==> src/verilog/xdc_regs.vh <==
// constants for the x86 decode dispatch classifier
//--------------------------------------------------------------------
// Notes on behaviour
//--------------------------------------------------------------------
// Notes on behaviour
// [RULE_01] per clock: two short, one long, or one vector
// [RULE_02] any two short instructions pair together
// [RULE_03] packed media short except exit and cache_line_a
// [RULE_04] modrm top bits 11 register, else memory
// [RULE_05] register from bits 5:3 unless opcode encodes
// [RULE_06] media: second register bits 2:0, first 5:3
// [RULE_07] all loads to load unit, stores to store
// [RULE_08] plain alu goes to X or Y
// [RULE_09] X-restricted alu only to unit X
// [RULE_10] branch, float, media, load-immediate to own units
// [RULE_11] one chain unless defined as two chains
// [RULE_12] add/and memory destination long: load alu store
// [RULE_13] immediate group: 000 add, 010 adc, 100 and
// [RULE_14] every add-with-carry form is vector
// [RULE_15] add/and register destination memory source short
// [RULE_16] byte swap 0F C8..CF long single alu
// [RULE_17] near call short store; far/indirect call vector
// [RULE_18] 0F BA bits 5:3 select test/set/reset/complement
// [RULE_19] sign-extended imm8 add/and uses X alu
// [RULE_20] accumulator immediate add/and short
// [RULE_21] flag ops and clear task switched vector
// [RULE_22] vector goes to sequencer, nothing else decodes
`ifndef XDC_REGS_VH
`define XDC_REGS_VH

//--------------------------------------------------------------------
// decode classes
//--------------------------------------------------------------------
`define XDC_CLS_NONE   2'h0
`define XDC_CLS_SHORT  2'h1
`define XDC_CLS_LONG   2'h2
`define XDC_CLS_VECTOR 2'h3

//--------------------------------------------------------------------
// operation kinds (three 4-bit codes per slot)
//--------------------------------------------------------------------
`define XDC_OP_NONE    4'h0
`define XDC_OP_LOAD    4'h1
`define XDC_OP_STORE   4'h2
`define XDC_OP_ALU     4'h3
`define XDC_OP_ALUX    4'h4
`define XDC_OP_BRANCH  4'h5
`define XDC_OP_FLOAT   4'h6
`define XDC_OP_MEU     4'h7
`define XDC_OP_LIMM    4'h8

//--------------------------------------------------------------------
// execution unit codes
//--------------------------------------------------------------------
`define XDC_UNIT_NONE  3'h0
`define XDC_UNIT_LOAD  3'h1
`define XDC_UNIT_STORE 3'h2
`define XDC_UNIT_XY    3'h3
`define XDC_UNIT_X     3'h4
`define XDC_UNIT_BRU   3'h5
`define XDC_UNIT_FPU   3'h6
`define XDC_UNIT_MEU   3'h7
// load immediate stays in the instruction control unit: no unit code
`define XDC_UNIT_ICU   3'h0

//--------------------------------------------------------------------
// modrm field positions and encodings
//--------------------------------------------------------------------
`define XDC_MOD_HI     7
`define XDC_MOD_LO     6
`define XDC_REG_HI     5
`define XDC_REG_LO     3
`define XDC_RM_HI      2
`define XDC_RM_LO      0
`define XDC_MOD_REG    2'h3
`define XDC_GRP_ADD    3'h0
`define XDC_GRP_ADC    3'h2
`define XDC_GRP_AND    3'h4
`define XDC_BT_TEST    3'h4
`define XDC_BT_SET     3'h5
`define XDC_BT_RESET   3'h6
`define XDC_BT_COMPL   3'h7

//--------------------------------------------------------------------
// opcode bytes
//--------------------------------------------------------------------
`define XDC_OPC_ESC    8'h0F
`define XDC_OPC_BTIMM  8'hBA
`define XDC_OPC_BYTE_SWAP  5'h19
`define XDC_OPC_GRP80  8'h80
`define XDC_OPC_GRP81  8'h81
`define XDC_OPC_GRP83  8'h83
`define XDC_OPC_CALLN  8'hE8
`define XDC_OPC_CALLF  8'h9A
`define XDC_OPC_GRPFF  8'hFF
`define XDC_OPC_CLC    8'hF8
`define XDC_OPC_CLD    8'hFC
`define XDC_OPC_CLI    8'hFA
`define XDC_OPC_CMC    8'hF5
`define XDC_OPC_CLEAR_TASK_SWITCHED   8'h06
`define XDC_OPC_MULTIMEDIA_STATE_EXIT   8'h77
`define XDC_OPC_FAST_MULTIMEDIA_STATE_EXIT  8'h0E
`define XDC_OPC_PREF   8'h0D

`endif

==> src/verilog/xdc_classifier.v <==
// decode classifier, operand picker and dispatcher for two decode slots
`timescale 1ns/1ns
`include "xdc_regs.vh"

module xdc_classifier (
	// clock and reset
	input  wire        clk_i,
	input  wire        rst_n_i,
	// slot a (older instruction)
	input  wire        a_valid_i,
	input  wire        a_esc_i,
	input  wire [7:0]  a_opc_i,
	input  wire [7:0]  a_modrm_i,
	input  wire        a_media_i,
	// slot b (younger instruction)
	input  wire        b_valid_i,
	input  wire        b_esc_i,
	input  wire [7:0]  b_opc_i,
	input  wire [7:0]  b_modrm_i,
	input  wire        b_media_i,
	// sequencer handshake
	input  wire        seq_done_i,
	// acceptance
	output reg  [1:0]  take_cnt_o,
	output reg         seq_start_o,
	output reg         seq_busy_o,
	// slot a results
	output reg  [1:0]  a_cls_o,
	output reg         a_mem_o,
	output reg  [2:0]  a_reg1_o,
	output reg  [2:0]  a_reg2_o,
	output reg  [11:0] a_ops_o,
	output reg  [8:0]  a_units_o,
	output reg         a_two_chain_o,
	output reg  [1:0]  a_bt_kind_o,
	// slot b results
	output reg  [1:0]  b_cls_o,
	output reg         b_mem_o,
	output reg  [2:0]  b_reg1_o,
	output reg  [2:0]  b_reg2_o,
	output reg  [11:0] b_ops_o,
	output reg  [8:0]  b_units_o
);

	//----------------------------------------------------------------
	// per-slot classification function
	//----------------------------------------------------------------
	// returns {two_chain, bt_kind[1:0], units[8:0], ops[11:0], reg2, reg1, mem, cls}
	function [32:0] xdc_decode;
		input       esc;
		input [7:0] opc;
		input [7:0] mrm;
		input       media;
		reg   [1:0] cls;
		reg         mem;
		reg   [2:0] r1;
		reg   [2:0] r2;
		reg   [3:0] o0;
		reg   [3:0] o1;
		reg   [3:0] o2;
		reg   [3:0] alu_k;
		reg   [1:0] btk;
		reg         two;
		reg   [2:0] gsel;
		begin
			cls   = `XDC_CLS_VECTOR;
			mem   = (mrm[`XDC_MOD_HI:`XDC_MOD_LO] != `XDC_MOD_REG); // see [RULE_04]
			r1    = mrm[`XDC_REG_HI:`XDC_REG_LO]; // see [RULE_05]
			r2    = mrm[`XDC_RM_HI:`XDC_RM_LO];
			o0    = `XDC_OP_NONE;
			o1    = `XDC_OP_NONE;
			o2    = `XDC_OP_NONE;
			btk   = 2'h0;
			two   = 1'b0; // see [RULE_11]
			gsel  = mrm[`XDC_REG_HI:`XDC_REG_LO];
			// byte forms use the X-only alu, wider forms either alu
			alu_k = opc[0] ? `XDC_OP_ALU : `XDC_OP_ALUX;
			if (media) begin
				// packed media short except state exits and cache_line_a
				if (esc && (opc == `XDC_OPC_MULTIMEDIA_STATE_EXIT || opc == `XDC_OPC_FAST_MULTIMEDIA_STATE_EXIT ||
						opc == `XDC_OPC_PREF)) begin
					cls = `XDC_CLS_VECTOR; // see [RULE_03]
				end else begin
					cls = `XDC_CLS_SHORT; // see [RULE_03]
					r2  = mrm[`XDC_RM_HI:`XDC_RM_LO]; // see [RULE_06]
					if (mem) begin
						o0 = `XDC_OP_LOAD;
						o1 = `XDC_OP_MEU;
					end else begin
						o0 = `XDC_OP_MEU;
					end
				end
			end else if (esc) begin
				if (opc[7:3] == `XDC_OPC_BYTE_SWAP) begin
					cls = `XDC_CLS_LONG; // see [RULE_16]
					r1  = opc[2:0]; // see [RULE_05]
					o0  = `XDC_OP_ALU;
				end else if (opc == `XDC_OPC_BTIMM) begin
					cls = `XDC_CLS_VECTOR; // see [RULE_18]
					btk = gsel[1:0];
				end else if (opc[7:4] == 4'h8) begin
					cls = `XDC_CLS_SHORT; // near conditional branch
					o0  = `XDC_OP_BRANCH;
				end else begin
					cls = `XDC_CLS_VECTOR; // see [RULE_21]
				end
			end else if ((opc[7:6] == 2'h0) && (opc[5:3] == 3'h0 || opc[5:3] == 3'h4) &&
					(opc[2:1] != 2'h3)) begin
				// add (00-05) and logical-and (20-25)
				if (opc[2]) begin
					cls = `XDC_CLS_SHORT; // see [RULE_20]
					o0  = alu_k;
				end else if (!mem) begin
					cls = `XDC_CLS_SHORT;
					o0  = alu_k; // see [RULE_09]
				end else if (!opc[1]) begin
					cls = `XDC_CLS_LONG; // see [RULE_12]
					o0  = `XDC_OP_LOAD;
					o1  = alu_k;
					o2  = `XDC_OP_STORE;
				end else begin
					cls = `XDC_CLS_SHORT; // see [RULE_15]
					o0  = `XDC_OP_LOAD;
					o1  = alu_k;
				end
			end else if (opc[7:3] == 5'h02) begin
				cls = `XDC_CLS_VECTOR; // see [RULE_14]
			end else if (opc == `XDC_OPC_GRP80 || opc == `XDC_OPC_GRP81 ||
					opc == `XDC_OPC_GRP83) begin
				if (gsel == `XDC_GRP_ADD || gsel == `XDC_GRP_AND) begin // see [RULE_13]
					if (opc == `XDC_OPC_GRP83)
						alu_k = `XDC_OP_ALUX; // see [RULE_19]
					if (mem) begin
						cls = `XDC_CLS_LONG;
						o0  = `XDC_OP_LOAD;
						o1  = alu_k;
						o2  = `XDC_OP_STORE;
					end else begin
						cls = `XDC_CLS_SHORT;
						o0  = alu_k;
					end
				end else begin
					cls = `XDC_CLS_VECTOR; // see [RULE_14]
				end
			end else if (opc == `XDC_OPC_CALLN) begin
				cls = `XDC_CLS_SHORT; // see [RULE_17]
				o0  = `XDC_OP_STORE;
			end else if (opc[7:4] == 4'h7 || opc == 8'hEB || opc == 8'hE9) begin
				cls = `XDC_CLS_SHORT;
				o0  = `XDC_OP_BRANCH; // see [RULE_10]
			end else if (opc[7:4] == 4'h4) begin
				cls = `XDC_CLS_SHORT;
				r1  = opc[2:0]; // see [RULE_05]
				o0  = `XDC_OP_ALU;
			end else begin
				// far/indirect call, flag ops and unlisted bytes go vector
				cls = `XDC_CLS_VECTOR; // see [RULE_17] see [RULE_21]
			end
			xdc_decode = {two, btk, unit_of(o2), unit_of(o1), unit_of(o0),
				o2, o1, o0, r2, r1, mem, cls};
		end
	endfunction

	// map an operation kind to the unit that executes it
	function [2:0] unit_of;
		input [3:0] op;
		begin
			case (op)
				`XDC_OP_LOAD:   unit_of = `XDC_UNIT_LOAD;  // see [RULE_07]
				`XDC_OP_STORE:  unit_of = `XDC_UNIT_STORE; // see [RULE_07]
				`XDC_OP_ALU:    unit_of = `XDC_UNIT_XY;    // see [RULE_08]
				`XDC_OP_ALUX:   unit_of = `XDC_UNIT_X;     // see [RULE_09]
				`XDC_OP_BRANCH: unit_of = `XDC_UNIT_BRU;   // see [RULE_10]
				`XDC_OP_FLOAT:  unit_of = `XDC_UNIT_FPU;
				`XDC_OP_MEU:    unit_of = `XDC_UNIT_MEU;
				default:        unit_of = `XDC_UNIT_ICU;
			endcase
		end
	endfunction

	//----------------------------------------------------------------
	// combinational decode of both slots
	//----------------------------------------------------------------
	wire [32:0] dec_a = xdc_decode(a_esc_i, a_opc_i, a_modrm_i, a_media_i);
	wire [32:0] dec_b = xdc_decode(b_esc_i, b_opc_i, b_modrm_i, b_media_i);
	// sequencer owns decode while set; declared here, ahead of its first reader
	reg         seq_busy_ff;
	wire        a_short = a_valid_i && (dec_a[1:0] == `XDC_CLS_SHORT);
	wire        a_vec   = a_valid_i && (dec_a[1:0] == `XDC_CLS_VECTOR);
	wire        b_short = b_valid_i && (dec_b[1:0] == `XDC_CLS_SHORT);

	//----------------------------------------------------------------
	// acceptance: slot b only pairs when both are short
	//----------------------------------------------------------------
	reg  [1:0] nxt_take;
	reg        nxt_start;
	always @* begin
		nxt_take  = 2'h0;
		nxt_start = 1'b0;
		// while the sequencer streams, nothing else decodes
		if (!seq_busy_ff && a_valid_i) begin // see [RULE_22]
			if (a_short && b_short)
				nxt_take = 2'h2; // see [RULE_01] see [RULE_02]
			else
				nxt_take = 2'h1; // see [RULE_01]
			nxt_start = a_vec; // see [RULE_22]
		end
	end

	//----------------------------------------------------------------
	// sequencer busy tracking
	//----------------------------------------------------------------
	always @(posedge clk_i) begin
		if (!rst_n_i)
			seq_busy_ff <= 1'b0;
		else if (nxt_start)
			seq_busy_ff <= 1'b1;
		else if (seq_done_i)
			seq_busy_ff <= 1'b0;
	end

	//----------------------------------------------------------------
	// registered outputs; unaccepted slots read as empty
	//----------------------------------------------------------------
	wire a_go = (nxt_take != 2'h0);
	wire b_go = (nxt_take == 2'h2);
	always @(posedge clk_i) begin
		if (!rst_n_i) begin
			take_cnt_o    <= 2'h0;
			seq_start_o   <= 1'b0;
			seq_busy_o    <= 1'b0;
			a_cls_o       <= `XDC_CLS_NONE;
			a_mem_o       <= 1'b0;
			a_reg1_o      <= 3'h0;
			a_reg2_o      <= 3'h0;
			a_ops_o       <= 12'h000;
			a_units_o     <= 9'h000;
			a_two_chain_o <= 1'b0;
			a_bt_kind_o   <= 2'h0;
			b_cls_o       <= `XDC_CLS_NONE;
			b_mem_o       <= 1'b0;
			b_reg1_o      <= 3'h0;
			b_reg2_o      <= 3'h0;
			b_ops_o       <= 12'h000;
			b_units_o     <= 9'h000;
		end else begin
			take_cnt_o    <= nxt_take;
			seq_start_o   <= nxt_start;
			seq_busy_o    <= nxt_start | (seq_busy_ff & ~seq_done_i);
			a_cls_o       <= a_go ? dec_a[1:0] : `XDC_CLS_NONE;
			a_mem_o       <= a_go & dec_a[2];
			a_reg1_o      <= a_go ? dec_a[5:3] : 3'h0;
			a_reg2_o      <= a_go ? dec_a[8:6] : 3'h0;
			a_ops_o       <= a_go ? dec_a[20:9] : 12'h000;
			a_units_o     <= a_go ? dec_a[29:21] : 9'h000;
			a_two_chain_o <= a_go & dec_a[32];
			a_bt_kind_o   <= a_go ? dec_a[31:30] : 2'h0; // see [RULE_18]
			b_cls_o       <= b_go ? dec_b[1:0] : `XDC_CLS_NONE;
			b_mem_o       <= b_go & dec_b[2];
			b_reg1_o      <= b_go ? dec_b[5:3] : 3'h0;
			b_reg2_o      <= b_go ? dec_b[8:6] : 3'h0;
			b_ops_o       <= b_go ? dec_b[20:9] : 12'h000;
			b_units_o     <= b_go ? dec_b[29:21] : 9'h000;
		end
	end

endmodule

==> config.mk <==
export PLATFORM = sky130hd
export DESIGN_NAME = xdc_classifier
export DESIGN_NICKNAME = d
export VERILOG_FILES = /design/src/verilog/xdc_classifier.v
export VERILOG_INCLUDE_DIRS = /design/src /design/src/verilog
export SDC_FILE = /design/constraint.sdc
export NUM_CORES = 1
export LEC_CHECK = 0
export BUFFER_PORTS_ARGS = -buffer_cell sky130_fd_sc_hd__buf_2
export CAP_MARGIN = 20
export CORE_ASPECT_RATIO = 1.1
export CORE_UTILIZATION = 52
export CTS_CLUSTER_SIZE = 28
export DETAILED_ROUTE_END_ITERATION = 8
export PLACE_DENSITY = 0.86
export SKIP_LAST_GASP = 1
export SYNTH_ARGS = -nofsm -noshare
export SYNTH_HDL_FRONTEND = slang
export SYNTH_SLANG_ARGS = --single-unit
==> constraint.sdc <==
create_clock -name clk_i -period 3.2 [get_ports clk_i]
set_input_delay 0.16 -clock clk_i [delete_from_list [all_inputs] [get_ports clk_i]]
set_output_delay 0.16 -clock clk_i [all_outputs]
set_load 0.05 [all_outputs]
; ---- Yosys cells after proc, flatten, opt, wreduce, memory -nomap -nowiden
; Index checks and enable logic that the tools add are counted.
; Widths: inputs -> output; s select.
[totals]
ff_bits = 67
out_inout_bits = 67
elab_cells = 292
in_bits = 41
[op_classes]
bitwise = 9
eq_ne = 84
n_reduce_logical = 39
mux = 143
[ops]
columns = operator, count
row1 = $mux 3, 48
row2 = $mux 4, 34
row3 = $pmux 3 s7, 6
row4 = $eq 4x3->1 const B, 28
row5 = $eq 8x8->1 const B, 14
row6 = $mux 2, 52
row7 = $eq 4x2->1 const B, 12
row8 = $eq 8x4->1 const B, 4
row9 = $eq 4x1->1 const B, 6
row10 = $eq 8x7->1 const B, 2
row11 = $logic_or 1x1->1, 16
row12 = $eq 3x3->1 const B, 4
row13 = $logic_not 3->1, 4
row14 = $logic_and 1x1->1, 11
row15 = $eq 5x2->1 const B, 2
row16 = $eq 5x5->1 const B, 2
row17 = $eq 4x4->1 const B, 2
row18 = $ne 2x2->1 const B, 4
row19 = $reduce_or 6->1, 1
row20 = $not 1->1, 5
row21 = $eq 2x1->1 const B, 2
row22 = $eq 2x2->1 const B, 2
row23 = $logic_not 2->1, 2
row24 = $reduce_and 2->1, 2
row25 = other kinds (5), 10

; ---- Longest topological paths before layout
; Gate-level depths: netlist (run 1).
[logic_depth]
depth_word = 18
mapped_depth = 8

; ---- Worst setup path before layout (run 1)
; No wires, ideal clock.
[synth_timing]
kind = input port to flip-flop
start = input port a_opc_i[3]
end = register b_mem_o
arrival_time_ns = 1.890
path_slack_ns = 1.175
setup_ns = 0.135
path_stages = 8
required_time_ns = 3.065
path_buffers = 2
cell_sequence = buf_6 > or4_4 > nor4_4 > nor3_1 > a311oi_2 > nand3b_4 > buf_8 > nor3_1
[synth_between]
elab_chain_len = 17
[synth_rtl]
columns = item, line_no
row1 = "start, declared", xdc_classifier.v:12  ; input wire [7:0] a_opc_i,
row2 = $eq 8x8->1, xdc_classifier.v:148  ; end else if (opc[7:4] == 4'h7 || opc == 8'hEB || opc == 8'hE9) begin
row3 = $logic_or 1x1->1 (2 in series), xdc_classifier.v:148
row4 = $mux 2, xdc_classifier.v:148
row5 = $mux 2, xdc_classifier.v:145  ; end else if (opc == `XDC_OPC_CALLN) begin
row6 = $mux 2, xdc_classifier.v:128  ; end else if (opc == `XDC_OPC_GRP80 || opc == `XDC_OPC_GRP81 ||
row7 = $mux 2, xdc_classifier.v:126  ; end else if (opc[7:3] == 5'h02) begin
row8 = $mux 2, xdc_classifier.v:107  ; end else if ((opc[7:6] == 2'h0) && (opc[5:3] == 3'h0 || opc[5:3] == 3'h4) &&
row9 = $mux 2, xdc_classifier.v:93  ; end else if (esc) begin
row10 = $mux 2 *, xdc_classifier.v:78  ; if (media) begin
row11 = $eq 2x1->1 (no line) *, n/a
row12 = $logic_and 1x1->1 *, xdc_classifier.v:188  ; wire a_short = a_valid_i && (dec_a[1:0] == `XDC_CLS_SHORT);
row13 = $logic_and 1x1->1 *, xdc_classifier.v:202  ; if (a_short && b_short)
row14 = $mux 2 *, xdc_classifier.v:202
row15 = $mux 2 *, xdc_classifier.v:201  ; if (!seq_busy_ff && a_valid_i) begin
row16 = $eq 2x2->1 *, xdc_classifier.v:226  ; wire b_go = (nxt_take == 2'h2);
row17 = $and 1x1->1 *, xdc_classifier.v:259  ; b_mem_o <= b_go & dec_b[2];
row18 = "end signal, assigned", xdc_classifier.v:259
row19 = "end, declared", xdc_classifier.v:38  ; output reg b_mem_o,
; Mark *: on every way between the ends. The rest lies on a longest branch, timed or not.
; A chain may end at the register's enable or synchronous reset.

; ---- Final worst setup path (run 1)
[layout_timing]
start = register seq_busy_ff
end = register b_ops_o[5]
[layout_between]
elab_chain_len = 5
[layout_rtl]
columns = item, line_no
row1 = "start, declared", xdc_classifier.v:187  ; reg seq_busy_ff;
row2 = "start signal, assigned", xdc_classifier.v:215  ; seq_busy_ff <= 1'b0;
row3 = "start signal, assigned", xdc_classifier.v:217  ; seq_busy_ff <= 1'b1;
row4 = "start signal, assigned", xdc_classifier.v:219  ; seq_busy_ff <= 1'b0;
row5 = $logic_not 1->1, xdc_classifier.v:201
row6 = $logic_and 1x1->1, xdc_classifier.v:201
row7 = $mux 2, xdc_classifier.v:201
row8 = $eq 2x2->1, xdc_classifier.v:226
row9 = $reduce_and 2->1 (no line), n/a
row10 = "end signal, assigned", xdc_classifier.v:262  ; b_ops_o <= b_go ? dec_b[20:9] : 12'h000;
row11 = "end, declared", xdc_classifier.v:41  ; output reg [11:0] b_ops_o,
; No other way between the ends.

==> run summary, run 1 <==
CLOCKING
-------------------------------------------------------------------------------------
Clock transition at the registers of the reported paths ................      0.09 ns
Total of hold buffers inserted after clock tree synthesis ..............            0
CTS Buffer Depth .......................................................            2
Quantity of gates resized following cts ................................            0
Clk sinks ..............................................................           47
H-tree Lvls ............................................................            2
Total clock buffers created by CTS .....................................            5
Clock latency on the worst-skew pair ...................................      0.30 ns
TritonCTS clock tree ...................................................         done
Clock root buffer ...................................................... sky130_fd_sc_hd__clkbuf_8
Postcts setup bufs .....................................................            0

DETAILED ROUTING
-------------------------------------------------------------------------------------
Final routed DRC violation total .......................................            0
Pre-antenna DRT Iters ..................................................            6
DRT antenna net count ..................................................            0
Final wirelength .......................................................      6312 um
Total via count in the routed design ...................................        2,576
Post-DR wirelength/cell ................................................     14.00 um
Iteration-0 DRC count of the detailed router ...........................          369
Post-detailed-route via-to-cell ratio ..................................        5.712

SYNTH
-------------------------------------------------------------------------------------
Synth top area share ...................................................       36.02%
Largest area contributor in the synthesized netlist .................... sky130_fd_sc_hd__dfxtp_1
Post-synth cell types ..................................................           57
Mapped Cells ...........................................................          320
EDFF count, synth ......................................................            0
Number of synthesized register bits ....................................           47
Register area share after synthesis ....................................       36.02%
Most used flip-flop cell after synthesis ............................... sky130_fd_sc_hd__dfxtp_1
Mean post-synth cell area ..............................................    8.164 um2
Largest cells by area after synthesis .................................. sky130_fd_sc_hd__dfxtp_1, sky130_fd_sc_hd__buf_4, sky130_fd_sc_hd__nor2_1, sky130_fd_sc_hd__nor3_1, sky130_fd_sc_hd__a21oi_1
Yosys warnings .........................................................            0
Cell area after technology mapping .....................................     2613 um2
Share of flip-flops with an asynchronous set or reset ..................           0%

STA
-------------------------------------------------------------------------------------
Final Max Tran Viols ...................................................            0
Tightest slew margin relative to the limit .............................       60.93%
Min cycle time layout ..................................................     2.004 ns
Min Hold Slack .........................................................   0.05610 ns
Number of setup violations in the final report .........................            0
Transition time at the pin with the least slew margin ..................    0.5839 ns
Period utilization .....................................................       62.64%
Post-Route Skew ........................................................  0.005299 ns
Fmax ...................................................................   0.4989 GHz
Total negative slack ...................................................         0 ns
Total count of hold-check failures in the final report .................            0
Setup repair after global routing missed its margin ....................           no

POWER AND IR DROP
-------------------------------------------------------------------------------------
Peak ir drop on the vdd network ........................................    0.1806 mV
Pwr dens ............................................................... 439.6 nW/um2
Static Leak ............................................................     1.425 nW
Design Power ...........................................................     1.350 mW

FINISH
-------------------------------------------------------------------------------------
Area growth from synthesis to layout ...................................       17.53%
Number of non-filler instances in the completed layout .................          451
Commonest non-fill, non-tap cells in the layout ........................ sky130_fd_sc_hd__buf_2, sky130_fd_sc_hd__dfxtp_1, sky130_fd_sc_hd__nor2_1, sky130_fd_sc_hd__nor3_1
Most frequent standard cell in the layout excluding fill and tap cells . sky130_fd_sc_hd__buf_2
Layout cells sized above 1 .............................................       30.38%
Post-layout util .......................................................       64.65%
Diodes inserted ........................................................            0
Post-layout net count ..................................................          435

WORST SETUP PATH
-------------------------------------------------------------------------------------
Kind of critical path .................................................. flip-flop to flip-flop
Critical path's largest stage delay ....................................      0.47 ns
Nature of the critical path endpoint ...................................    flip-flop
Startpoint type of the worst setup path ................................    flip-flop
Arrival time of the worst setup path ...................................      2.19 ns
List of cells traversed by the critical path ........................... nor2_1 -> o21ai_0 -> o41ai_4 -> nand3b_4 -> nor4_1
Largest driver fanout on the critical path .............................           19
Critical Path RT .......................................................      3.39 ns
Standard cell with the maximum stage delay on the critical path ........ sky130_fd_sc_hd__nor2_1

GLOBAL ROUTE
-------------------------------------------------------------------------------------
Initial antenna violation count ........................................            0
Remaining global-route overflow ........................................            0
Maximum number of pins on one net before global-route repair ...........           21
Global-route wire length before repair .................................    10,290 um
Gr usage total .........................................................       23.72%
Number of global-route vias before repair ..............................        2,316

FLOORPLAN
-------------------------------------------------------------------------------------
Placeable core region ..................................................     4750 um2
Starting Density .......................................................       55.01%
Full die area ..........................................................     5312 um2
Number of rows created at floorplan ....................................           26
Die Height .............................................................     76.34 um
X dimension of the die .................................................     69.58 um
Count of pins on the block boundary ....................................          108

OUTCOME
-------------------------------------------------------------------------------------
Outcome ................................................................ complete, no violations

FLOW RUN
-------------------------------------------------------------------------------------
Count of maximum capacitance violations ................................            0

PLACED DESIGN
-------------------------------------------------------------------------------------
Count of buffers from port buffering ...................................           92
Routability Congestion .................................................       0.9540
# placed instances .....................................................          443
Detailed-placement wirelength estimate .................................      4831 um

WORST HOLD PATH
-------------------------------------------------------------------------------------
Class of the most critical hold timing path ............................ input pin to flip-flop

## Yosys cell counts (all sizes together), types with 3 or more instances
master,count
a21oi,19
or2,4
nand2,18
inv,8
dfxtp,47
nand3,10
or4,4
and2,11
nor2,40
mux2i,7
nand4,3
nor4,7
a31oi,5
o21bai,3
nand3b,3
o22ai,3
and3,5
nor3,24
a311oi,5
nor2b,3
clkbuf,13
nand2b,4
a211oi,3
buf,29
o21ai,17
## final timing paths
| path | from | end | slack, ns | cells after the start |
|---|---|---|---|---|
| setup / recovery | seq_busy_ff | b_ops_o[5] | 1.20 | 5 |
| hold / removal | seq_done_i | seq_busy_ff | 0.06 | 2 |
| setup reg to reg | seq_busy_ff | b_ops_o[5] | 1.20 | 5 |
| hold reg to reg | seq_busy_ff | seq_busy_ff | 0.50 | 2 |
## per-stage QoR
step | setup slack, ns | cell area [um2]
after global placement | 1.068 | 2954
final | 1.196 | 3070
after floorplan | 1.175 | 2673
after global routing | 0.9932 | 3070
after detailed placement | 0.9409 | 2954
after CTS | 1.195 | 3070
## flip-flops by register name, summed over array words and instances, names as in the netlist
name	flops
seq_busy_ff	1
seq_start_o	1
a_reg2_o	3
b_reg1_o	3
a_ops_o	6
a_bt_kind_o	2
a_reg1_o	3
take_cnt_o	2
a_units_o	5
b_cls_o	2
b_ops_o	5
b_units_o	6
seq_busy_o	1
b_reg2_o	3
a_mem_o	1
b_mem_o	1
a_cls_o	2
## report_power, final
part / internal, mW / switching (mW)
clock network: 0.237 / 0.202
registers: 0.603 / 0.00521
logic: 0.0756 / 0.227
total: 0.915 / 0.435
## logic make-up (layout without fill, tap and decap cells)
| kind of cell | after synthesis | in the layout | synth area share (%) |
|---|---|---|---|
| multiplexers | 7 | 7 | 2.682 |
| AO/OA/AOI/OAI | 72 | 72 | 19.16 |
| buffers and inverters | 50 | 109 | 11.16 |
| other | 1 | 17 | 0.1435 |
| AND/OR/NAND/NOR | 141 | 141 | 30.17 |
| XOR/XNOR | 2 | 2 | 0.6706 |
| flip-flops | 47 | 47 | 36.02 |
## per-layer routing
layer | up-vias | part of all wire [%] | wire, um | global-route usage, %
li1 | 1260 | - | - | -
met1 | 1118 | 38 | 2411 | 27.33
met2 | 175 | 50 | 3165 | 41.84
met3 | 23 | 9.1 | 576 | 5.159
met4 | 0 | 2.5 | 159 | 10.20
met5 | - | 0 | 0 | 0
## layout make-up
class | count | area, um2
Clock inverter | 3 | 47.55
Fill cell | 405 | 1679
Clock buffer | 5 | 68.82
Inverter | 8 | 30.03
Tap cell | 56 | 70.07
Sequential cell | 47 | 940.9
Multi-Input combinational cell | 239 | 1445
Timing Repair Buffer | 93 | 467.9
## critical path: cells and delay by family, from the launching register on
family	cells	cell delay, ns
AOI/OAI and AO/OA	2	0.45
DFF	1	0.33
and+or+nand+nor	3	1.11
(Power assumes the default switching activity.)
==> run 2, diff against run 1 <==
--- a/config.mk
+++ b/config.mk
@@ -9,10 +9,10 @@
 export BUFFER_PORTS_ARGS = -buffer_cell sky130_fd_sc_hd__buf_2
 export CAP_MARGIN = 20
 export CORE_ASPECT_RATIO = 1.1
-export CORE_UTILIZATION = 52
+export CORE_UTILIZATION = 44
 export CTS_CLUSTER_SIZE = 28
 export DETAILED_ROUTE_END_ITERATION = 8
-export PLACE_DENSITY = 0.86
+export PLACE_DENSITY = 0.77
 export SKIP_LAST_GASP = 1
 export SYNTH_ARGS = -nofsm -noshare
 export SYNTH_HDL_FRONTEND = slang
==> constraint.sdc (replaced) <==
create_clock -name clk_i -period 1.65 [get_ports clk_i]
set_input_delay 0.0825 -clock clk_i [delete_from_list [all_inputs] [get_ports clk_i]]
set_output_delay 0.0825 -clock clk_i [all_outputs]
set_load 0.05 [all_outputs]
==> run summary, run 2 (synthesized netlist as in run 1, its figures left out) <==
OUTCOME
-------------------------------------------------------------------------------------
Outcome ................................................................ finished with violations
Violations in the final reports ........................................ setup timing

WORST SETUP PATH
-------------------------------------------------------------------------------------
Startpoint of the worst-slack reg-to-reg timing path ...................  seq_busy_ff
Flop-to-flop setup slack ...............................................      0.06 ns   -1.14 ns
Number of cells on the worst reg-to-reg path ...........................            5   unchanged
Startpoint type of the worst setup path ................................    input pin
Nature of the critical path endpoint ...................................    flip-flop
Critical Path RT .......................................................      1.83 ns   -1.56 ns
Worst flop-to-flop path endpoint .......................................  b_reg2_o[1]
Kind of critical path .................................................. input pin to flip-flop
Largest driver fanout on the critical path .............................            5   -14
Arrival time of the worst setup path ...................................      1.89 ns   -0.30 ns

PLACED DESIGN
-------------------------------------------------------------------------------------
Area after DPL .........................................................     3588 um2   +21%
# placed instances .....................................................          537   +21%
Count of buffers from port buffering ...................................           92   unchanged
Routability Congestion .................................................       0.8951   -6.2%
Detailed-placement wirelength estimate .................................      5570 um   +15%

STA
-------------------------------------------------------------------------------------
Total negative slack ...................................................   -0.9203 ns   -0.9203 ns
Setup repair after global routing missed its margin ....................          yes
Post-Route Skew ........................................................  0.008639 ns   +0.003340 ns
Min Hold Slack .........................................................   0.01029 ns   -0.04581 ns
Number of setup violations in the final report .........................           19   +19
Total count of hold-check failures in the final report .................            0   unchanged
Final setup margin .....................................................  -0.06093 ns   -1.256 ns
Min cycle time layout ..................................................     1.711 ns
Fmax ...................................................................   0.5845 GHz
Final Max Tran Viols ...................................................            0   unchanged
Period utilization .....................................................       103.7%

CLOCKING
-------------------------------------------------------------------------------------
Total clock buffers created by CTS .....................................            5   unchanged
Clock transition at the registers of the reported paths ................      0.09 ns   about the same
H-tree Lvls ............................................................            2   unchanged
Clk sinks ..............................................................           47   unchanged
TritonCTS clock tree ...................................................         done
CTS Buffer Depth .......................................................            2   unchanged
Clock root buffer ...................................................... sky130_fd_sc_hd__clkbuf_8
Clock latency on the worst-skew pair ...................................      0.29 ns   about the same

FLOORPLAN
-------------------------------------------------------------------------------------
Die Height .............................................................     82.82 um   +8.5%
Placeable core region ..................................................     5733 um2   +21%
Full die area ..........................................................     6250 um2   +18%
Count of pins on the block boundary ....................................          108   unchanged
X dimension of the die .................................................     75.47 um   +8.5%
Number of rows created at floorplan ....................................           29   +12%
Starting Density .......................................................       45.57%   -9.4 points

DETAILED ROUTING
-------------------------------------------------------------------------------------
Detailed-route wire length on metal 1 ..................................      2923 um   +21%
Pre-antenna DRT Iters ..................................................            4   -2
Routed length on met3 ..................................................       379 um   -34%
DRT antenna net count ..................................................            0   unchanged
Final routed DRC violation total .......................................            0   unchanged
Final wirelength .......................................................      7385 um   +17%
Iteration-0 DRC count of the detailed router ...........................          113   -69%
Post-detailed-route via-to-cell ratio ..................................        5.127   -10%
Post-DR wirelength/cell ................................................     13.26 um   -5.3%
Met2 wire len ..........................................................      3864 um   +22%
Total via count in the routed design ...................................        2,856   +11%
Top routing layer in use ...............................................         met4

FLOW RUN
-------------------------------------------------------------------------------------
Count of maximum capacitance violations ................................            0   unchanged

FINISH
-------------------------------------------------------------------------------------
Number of non-filler instances in the completed layout .................          557   +24%
Largest registers ...................................................... a_ops_o (6), b_units_o (6)
Diodes inserted ........................................................            0   unchanged
Commonest non-fill, non-tap cells in the layout ........................ sky130_fd_sc_hd__buf_2, sky130_fd_sc_hd__buf_4, sky130_fd_sc_hd__dfxtp_1, sky130_fd_sc_hd__nor2_1
Most frequent standard cell in the layout excluding fill and tap cells . sky130_fd_sc_hd__buf_2
Post-layout net count ..................................................          520   +20%
Area growth from synthesis to layout ...................................       49.95%
Post-route cell area ...................................................     3918 um2   +28%
Layout cells sized above 1 .............................................       45.83%   +15 points

GLOBAL ROUTE
-------------------------------------------------------------------------------------
Initial antenna violation count ........................................            0   unchanged
Maximum number of pins on one net before global-route repair ...........           20   -4.8%
Global-route wire length before repair .................................    11,560 um   +12%
Gr usage total .........................................................       23.45%   -0.27 points
Remaining global-route overflow ........................................            0   unchanged
Number of global-route vias before repair ..............................        2,604   +12%

POWER AND IR DROP
-------------------------------------------------------------------------------------
Design Power ...........................................................     2.794 mW   +110%
Pwr dens ............................................................... 713.2 nW/um2   +62%
Static Leak ............................................................     1.868 nW   +31%
Peak ir drop on the vdd network ........................................    0.4734 mV   +160%

WORST HOLD PATH
-------------------------------------------------------------------------------------
Hold-critical path endpoint ............................................  b_reg2_o[0]
Class of the most critical hold timing path ............................ input pin to flip-flop
Worst hold stages ......................................................            3   +1
Hold Path Origin ....................................................... b_modrm_i[0]

## run 2: cell types whose count changed in the layout (fill, tap and decap cells not counted), moves of 4 or more
cell / previous run / this run
sky130_fd_sc_hd__buf_4: 1 / 73
sky130_fd_sc_hd__nor3_2: 4 / 11
sky130_fd_sc_hd__dlygate4sd3_1: 0 / 4
sky130_fd_sc_hd__nor3_1: 20 / 13
sky130_fd_sc_hd__buf_6: 0 / 4
## run 2: cell type report
type | instances | area (um2)
Clock inverter | 3 | 46.29
Timing Repair Buffer | 175 | 1134
Sequential cell | 47 | 940.9
Inverter | 8 | 30.03
Clock buffer | 5 | 68.82
Multi-Input combinational cell | 242 | 1602
Fill cell | 483 | 1815
Tap cell | 77 | 96.34
## run 2: worst max-delay path by stage
stage,start,to
after CTS,seq_busy_ff,b_ops_o[5]
after global placement,a_opc_i[7],b_ops_o[0]
after detailed placement,a_opc_i[6],b_mem_o
after floorplan,a_opc_i[3],b_units_o[0]
final,a_opc_i[3],b_ops_o[5]
after global routing,a_opc_i[3],b_ops_o[1]
## run 2: critical path: stages
cell                       delay [ns]
sky130_fd_sc_hd__buf_2           0.12
sky130_fd_sc_hd__or4_4           0.55
sky130_fd_sc_hd__buf_6           0.14
sky130_fd_sc_hd__nor4_4          0.16
sky130_fd_sc_hd__nor3_2          0.07
sky130_fd_sc_hd__a311oi_2        0.32
sky130_fd_sc_hd__buf_4           0.20
sky130_fd_sc_hd__nand3b_4        0.18
sky130_fd_sc_hd__nor4_2          0.05
## run 2: repair_timing
item,in CTS,in global routing
endpoints found under the setup margin,5,25
hold endpoints to repair,5,0
resized for setup,4,15
gates cloned,1,2
hold buffers,4,0
buffers inserted,1,4
pin swaps,7,10
## run 2: per-layer routing
metal	global-route usage (%)	vias up
met5	0	-
li1	-	1426
met4	10.10	0
met1	27.69	1300
met2	40.67	113
met3	3.641	17
## run 2: stage by stage
| step | worst slack, ns | utilization [%] |
|---|---|---|
| floorplan | -0.2608 | - |
| global placement | -0.2748 | 62.59 |
| detailed placement | -0.3307 | 62.59 |
| CTS | -0.003316 | 66.13 |
| global route | -0.08202 | 68.33 |
| finish | -0.06093 | 68.33 |
## run 2: power by group
part           internal, mW  total (mW)  leakage (nW)  switching [mW]
clock                 0.456       0.836        0.0548           0.380
sequential             1.17        1.18         0.383          0.0106
combinational         0.282       0.778          1.43           0.496
==> run 3, diff against run 2 <==
--- a/config.mk
+++ b/config.mk
@@ -17,3 +17,4 @@
 export SYNTH_ARGS = -nofsm -noshare
 export SYNTH_HDL_FRONTEND = slang
 export SYNTH_SLANG_ARGS = --single-unit
+export TNS_END_PERCENT = 1
==> run summary, run 3 (synthesized netlist as in run 1, its figures left out) <==
FINISH
-------------------------------------------------------------------------------------
Diodes inserted ........................................................            0   unchanged
Largest registers ...................................................... a_ops_o (6), b_units_o (6)
Area occupied by multi-input gates .....................................     1506 um2   -5.9%
Count of filler cells inserted in the layout ...........................          503   +4.1%
Area growth from synthesis to layout ...................................       46.17%
Post-layout net count ..................................................          520   unchanged
Sequential cell area in the final layout ...............................    940.9 um2   unchanged
Post-layout util .......................................................       66.61%   -1.7 points
Commonest non-fill, non-tap cells in the layout ........................ sky130_fd_sc_hd__buf_2, sky130_fd_sc_hd__buf_4, sky130_fd_sc_hd__dfxtp_1, sky130_fd_sc_hd__nor2_1
Layout cells sized above 1 .............................................       43.13%   -2.7 points
Most frequent standard cell in the layout excluding fill and tap cells . sky130_fd_sc_hd__buf_2

FLOORPLAN
-------------------------------------------------------------------------------------
Starting Density .......................................................       45.57%   unchanged
Placeable core region ..................................................     5733 um2   unchanged
Count of pins on the block boundary ....................................          108   unchanged
X dimension of the die .................................................     75.47 um   unchanged
Full die area ..........................................................     6250 um2   unchanged
Die Height .............................................................     82.82 um   unchanged
Number of rows created at floorplan ....................................           29   unchanged

GLOBAL ROUTE
-------------------------------------------------------------------------------------
Number of global-route vias before repair ..............................        2,737   +5.1%
Remaining global-route overflow ........................................            0   unchanged
Maximum number of pins on one net before global-route repair ...........           16   -20%
Global-route wire length before repair .................................    12,490 um   +8.1%
Gr usage total .........................................................       26.05%   +2.6 points
Initial antenna violation count ........................................            0   unchanged

WORST SETUP PATH
-------------------------------------------------------------------------------------
Path length in cells of the critical path ..............................            9   unchanged
Critical path's largest stage delay ....................................      0.56 ns   about the same
Startpoint type of the worst setup path ................................    input pin
Kind of critical path .................................................. input pin to flip-flop
Arrival time of the worst setup path ...................................      1.94 ns   +0.05 ns
Most repeated library cell on the critical path ........................ sky130_fd_sc_hd__buf_4
Number of cells on the worst reg-to-reg path ...........................            4   -1
Critical Path RT .......................................................      1.86 ns   +0.03 ns
Buffer and inverter count on the worst path ............................            3   unchanged
Nature of the critical path endpoint ...................................    flip-flop
List of cells traversed by the critical path ........................... buf_2 -> or4_4 -> buf_4 -> a21oi_2 -> or3_1 -> a311oi_2 -> buf_4 -> nand3b_4 -> nor4_4
Standard cell with the maximum stage delay on the critical path ........ sky130_fd_sc_hd__or4_4
Cell family with the largest share of critical-path delay .............. simple AND/OR/NAND/NOR gates
Largest driver fanout on the critical path .............................           10   +5
Flop-to-flop setup slack ...............................................     -0.05 ns   -0.11 ns

CLOCKING
-------------------------------------------------------------------------------------
Clk sinks ..............................................................           47   unchanged
CTS Buffer Depth .......................................................            2   unchanged
Total clock buffers created by CTS .....................................            5   unchanged
H-tree Lvls ............................................................            2   unchanged
TritonCTS clock tree ...................................................         done
Clock latency on the worst-skew pair ...................................      0.30 ns   about the same
Clock transition at the registers of the reported paths ................      0.09 ns   about the same
Clock root buffer ...................................................... sky130_fd_sc_hd__clkbuf_8

PLACED DESIGN
-------------------------------------------------------------------------------------
Routability Congestion .................................................       0.9842   +10%
Count of buffers from port buffering ...................................           92   unchanged
Detailed-placement wirelength estimate .................................      5992 um   +7.6%

STA
-------------------------------------------------------------------------------------
Fmax ...................................................................   0.5798 GHz   -0.80%
Number of setup violations in the final report .........................           17   -2
Transition time at the pin with the least slew margin ..................    0.5375 ns
Period utilization .....................................................       104.5%   +0.83 points
Final setup margin .....................................................  -0.07467 ns   -0.01375 ns
Min cycle time layout ..................................................     1.725 ns   +0.01375 ns
Setup repair after global routing missed its margin ....................          yes
Post-Route Skew ........................................................  0.007384 ns   -0.001255 ns
Total count of hold-check failures in the final report .................            0   unchanged
Tightest slew margin relative to the limit .............................       64.04%
Final Max Tran Viols ...................................................            0   unchanged
Total negative slack ...................................................   -0.4740 ns   +0.4463 ns

OUTCOME
-------------------------------------------------------------------------------------
Outcome ................................................................ finished with violations
Violations in the final reports ........................................ setup timing

POWER AND IR DROP
-------------------------------------------------------------------------------------
Design Power ...........................................................     2.826 mW   +1.1%
Static Leak ............................................................     1.851 nW   -0.90%
Peak ir drop on the vdd network ........................................    0.4685 mV   -1.0%
Pwr dens ............................................................... 740.0 nW/um2   +3.8%

DETAILED ROUTING
-------------------------------------------------------------------------------------
Total via count in the routed design ...................................        2,990   +4.7%
Final routed DRC violation total .......................................            0   unchanged
Post-detailed-route via-to-cell ratio ..................................        5.368   +4.7%
Pre-antenna DRT Iters ..................................................            5   +1
Post-DR wirelength/cell ................................................     14.58 um   +10%
Iteration-0 DRC count of the detailed router ...........................          146   +29%
DRT antenna net count ..................................................            0   unchanged
Final wirelength .......................................................      8123 um   +10%

WORST HOLD PATH
-------------------------------------------------------------------------------------
Class of the most critical hold timing path ............................ input pin to flip-flop
Worst hold stages ......................................................            2   -1

FLOW RUN
-------------------------------------------------------------------------------------
Count of maximum capacitance violations ................................            0   unchanged

==> run 3: changes by cell type in the layout (fill, tap and decap cells not counted), moves of 3 or more <==
cell / delta
sky130_fd_sc_hd__buf_4: +6
sky130_fd_sc_hd__buf_6: -4
sky130_fd_sc_hd__nor3_1: +4
sky130_fd_sc_hd__nor3_2: -4
sky130_fd_sc_hd__a211oi_1: +3
sky130_fd_sc_hd__a211oi_2: -3
sky130_fd_sc_hd__a21oi_1: +3
sky130_fd_sc_hd__a21oi_2: -3
==> run 3: metrics by stage <==
stage / instance area (um2) / hold WS (ns) / setup WS [ns] / cells
finish: 3819 / 0.008821 / -0.07467 / 557
global route: 3819 / 0.003882 / -0.1269 / 557
CTS: 3794 / 0.004477 / -0.03136 / 557
detailed placement: 3583 / 0.2928 / -0.3672 / 542
global placement: 3583 / 0.2825 / -0.2948 / 542
floorplan: 2678 / 0.1839 / -0.2690 / 336
==> run 3: worst reg2reg max path: cells and delay by family (launching register included) <==
kind	cells	cell delay (ns)
AND/OR/NAND/NOR	3	0.83
AO/OA/AOI/OAI	1	0.46
flip-flops	1	0.31
==> run 3: routing by layer <==
metal	routed length [um]	vias to the layer above	part of all wire, %	GRT usage, %
li1	-	1418	-	-
met1	3017	1380	37	28.07
met2	4272	165	53	47.81
met3	574	27	7.1	4.976
met4	259	0	3.2	10.44
met5	0	-	0	0
==> run 3: repair_timing <==
| action | in CTS | in global routing |
|---|---|---|
| gates cloned | 1 | 0 |
| pin swaps | 4 | 0 |
| endpoints found under the hold margin | 5 | 0 |
| setup endpoints to repair | 15 | 27 |
| hold buffers | 5 | 0 |
| resized for setup | 4 | 4 |
| buffers inserted | 1 | 0 |
==> run 3: final timing paths <==
path,startpoint,endpoint
worst min register to register,seq_busy_ff,seq_busy_o
worst max register to register,seq_busy_ff,b_units_o[4]
worst min-delay path,seq_done_i,seq_busy_o
worst max-delay path,a_opc_i[7],b_units_o[4]
==> run 3: layout make-up <==
cell class	count	area share, %
clock buffer	6	2.163
clock inverter	2	1.016
inverter	8	0.7864
multi-input combinational	240	39.45
sequential	47	24.64
tap	77	2.523
timing repair buffer	177	29.42
==> run 3: report_power, final <==
part / internal (mW) / leakage (nW) / switching [mW]
clock network: 0.498 / 0.0618 / 0.387
registers: 1.17 / 0.383 / 0.0118
logic: 0.267 / 1.41 / 0.493
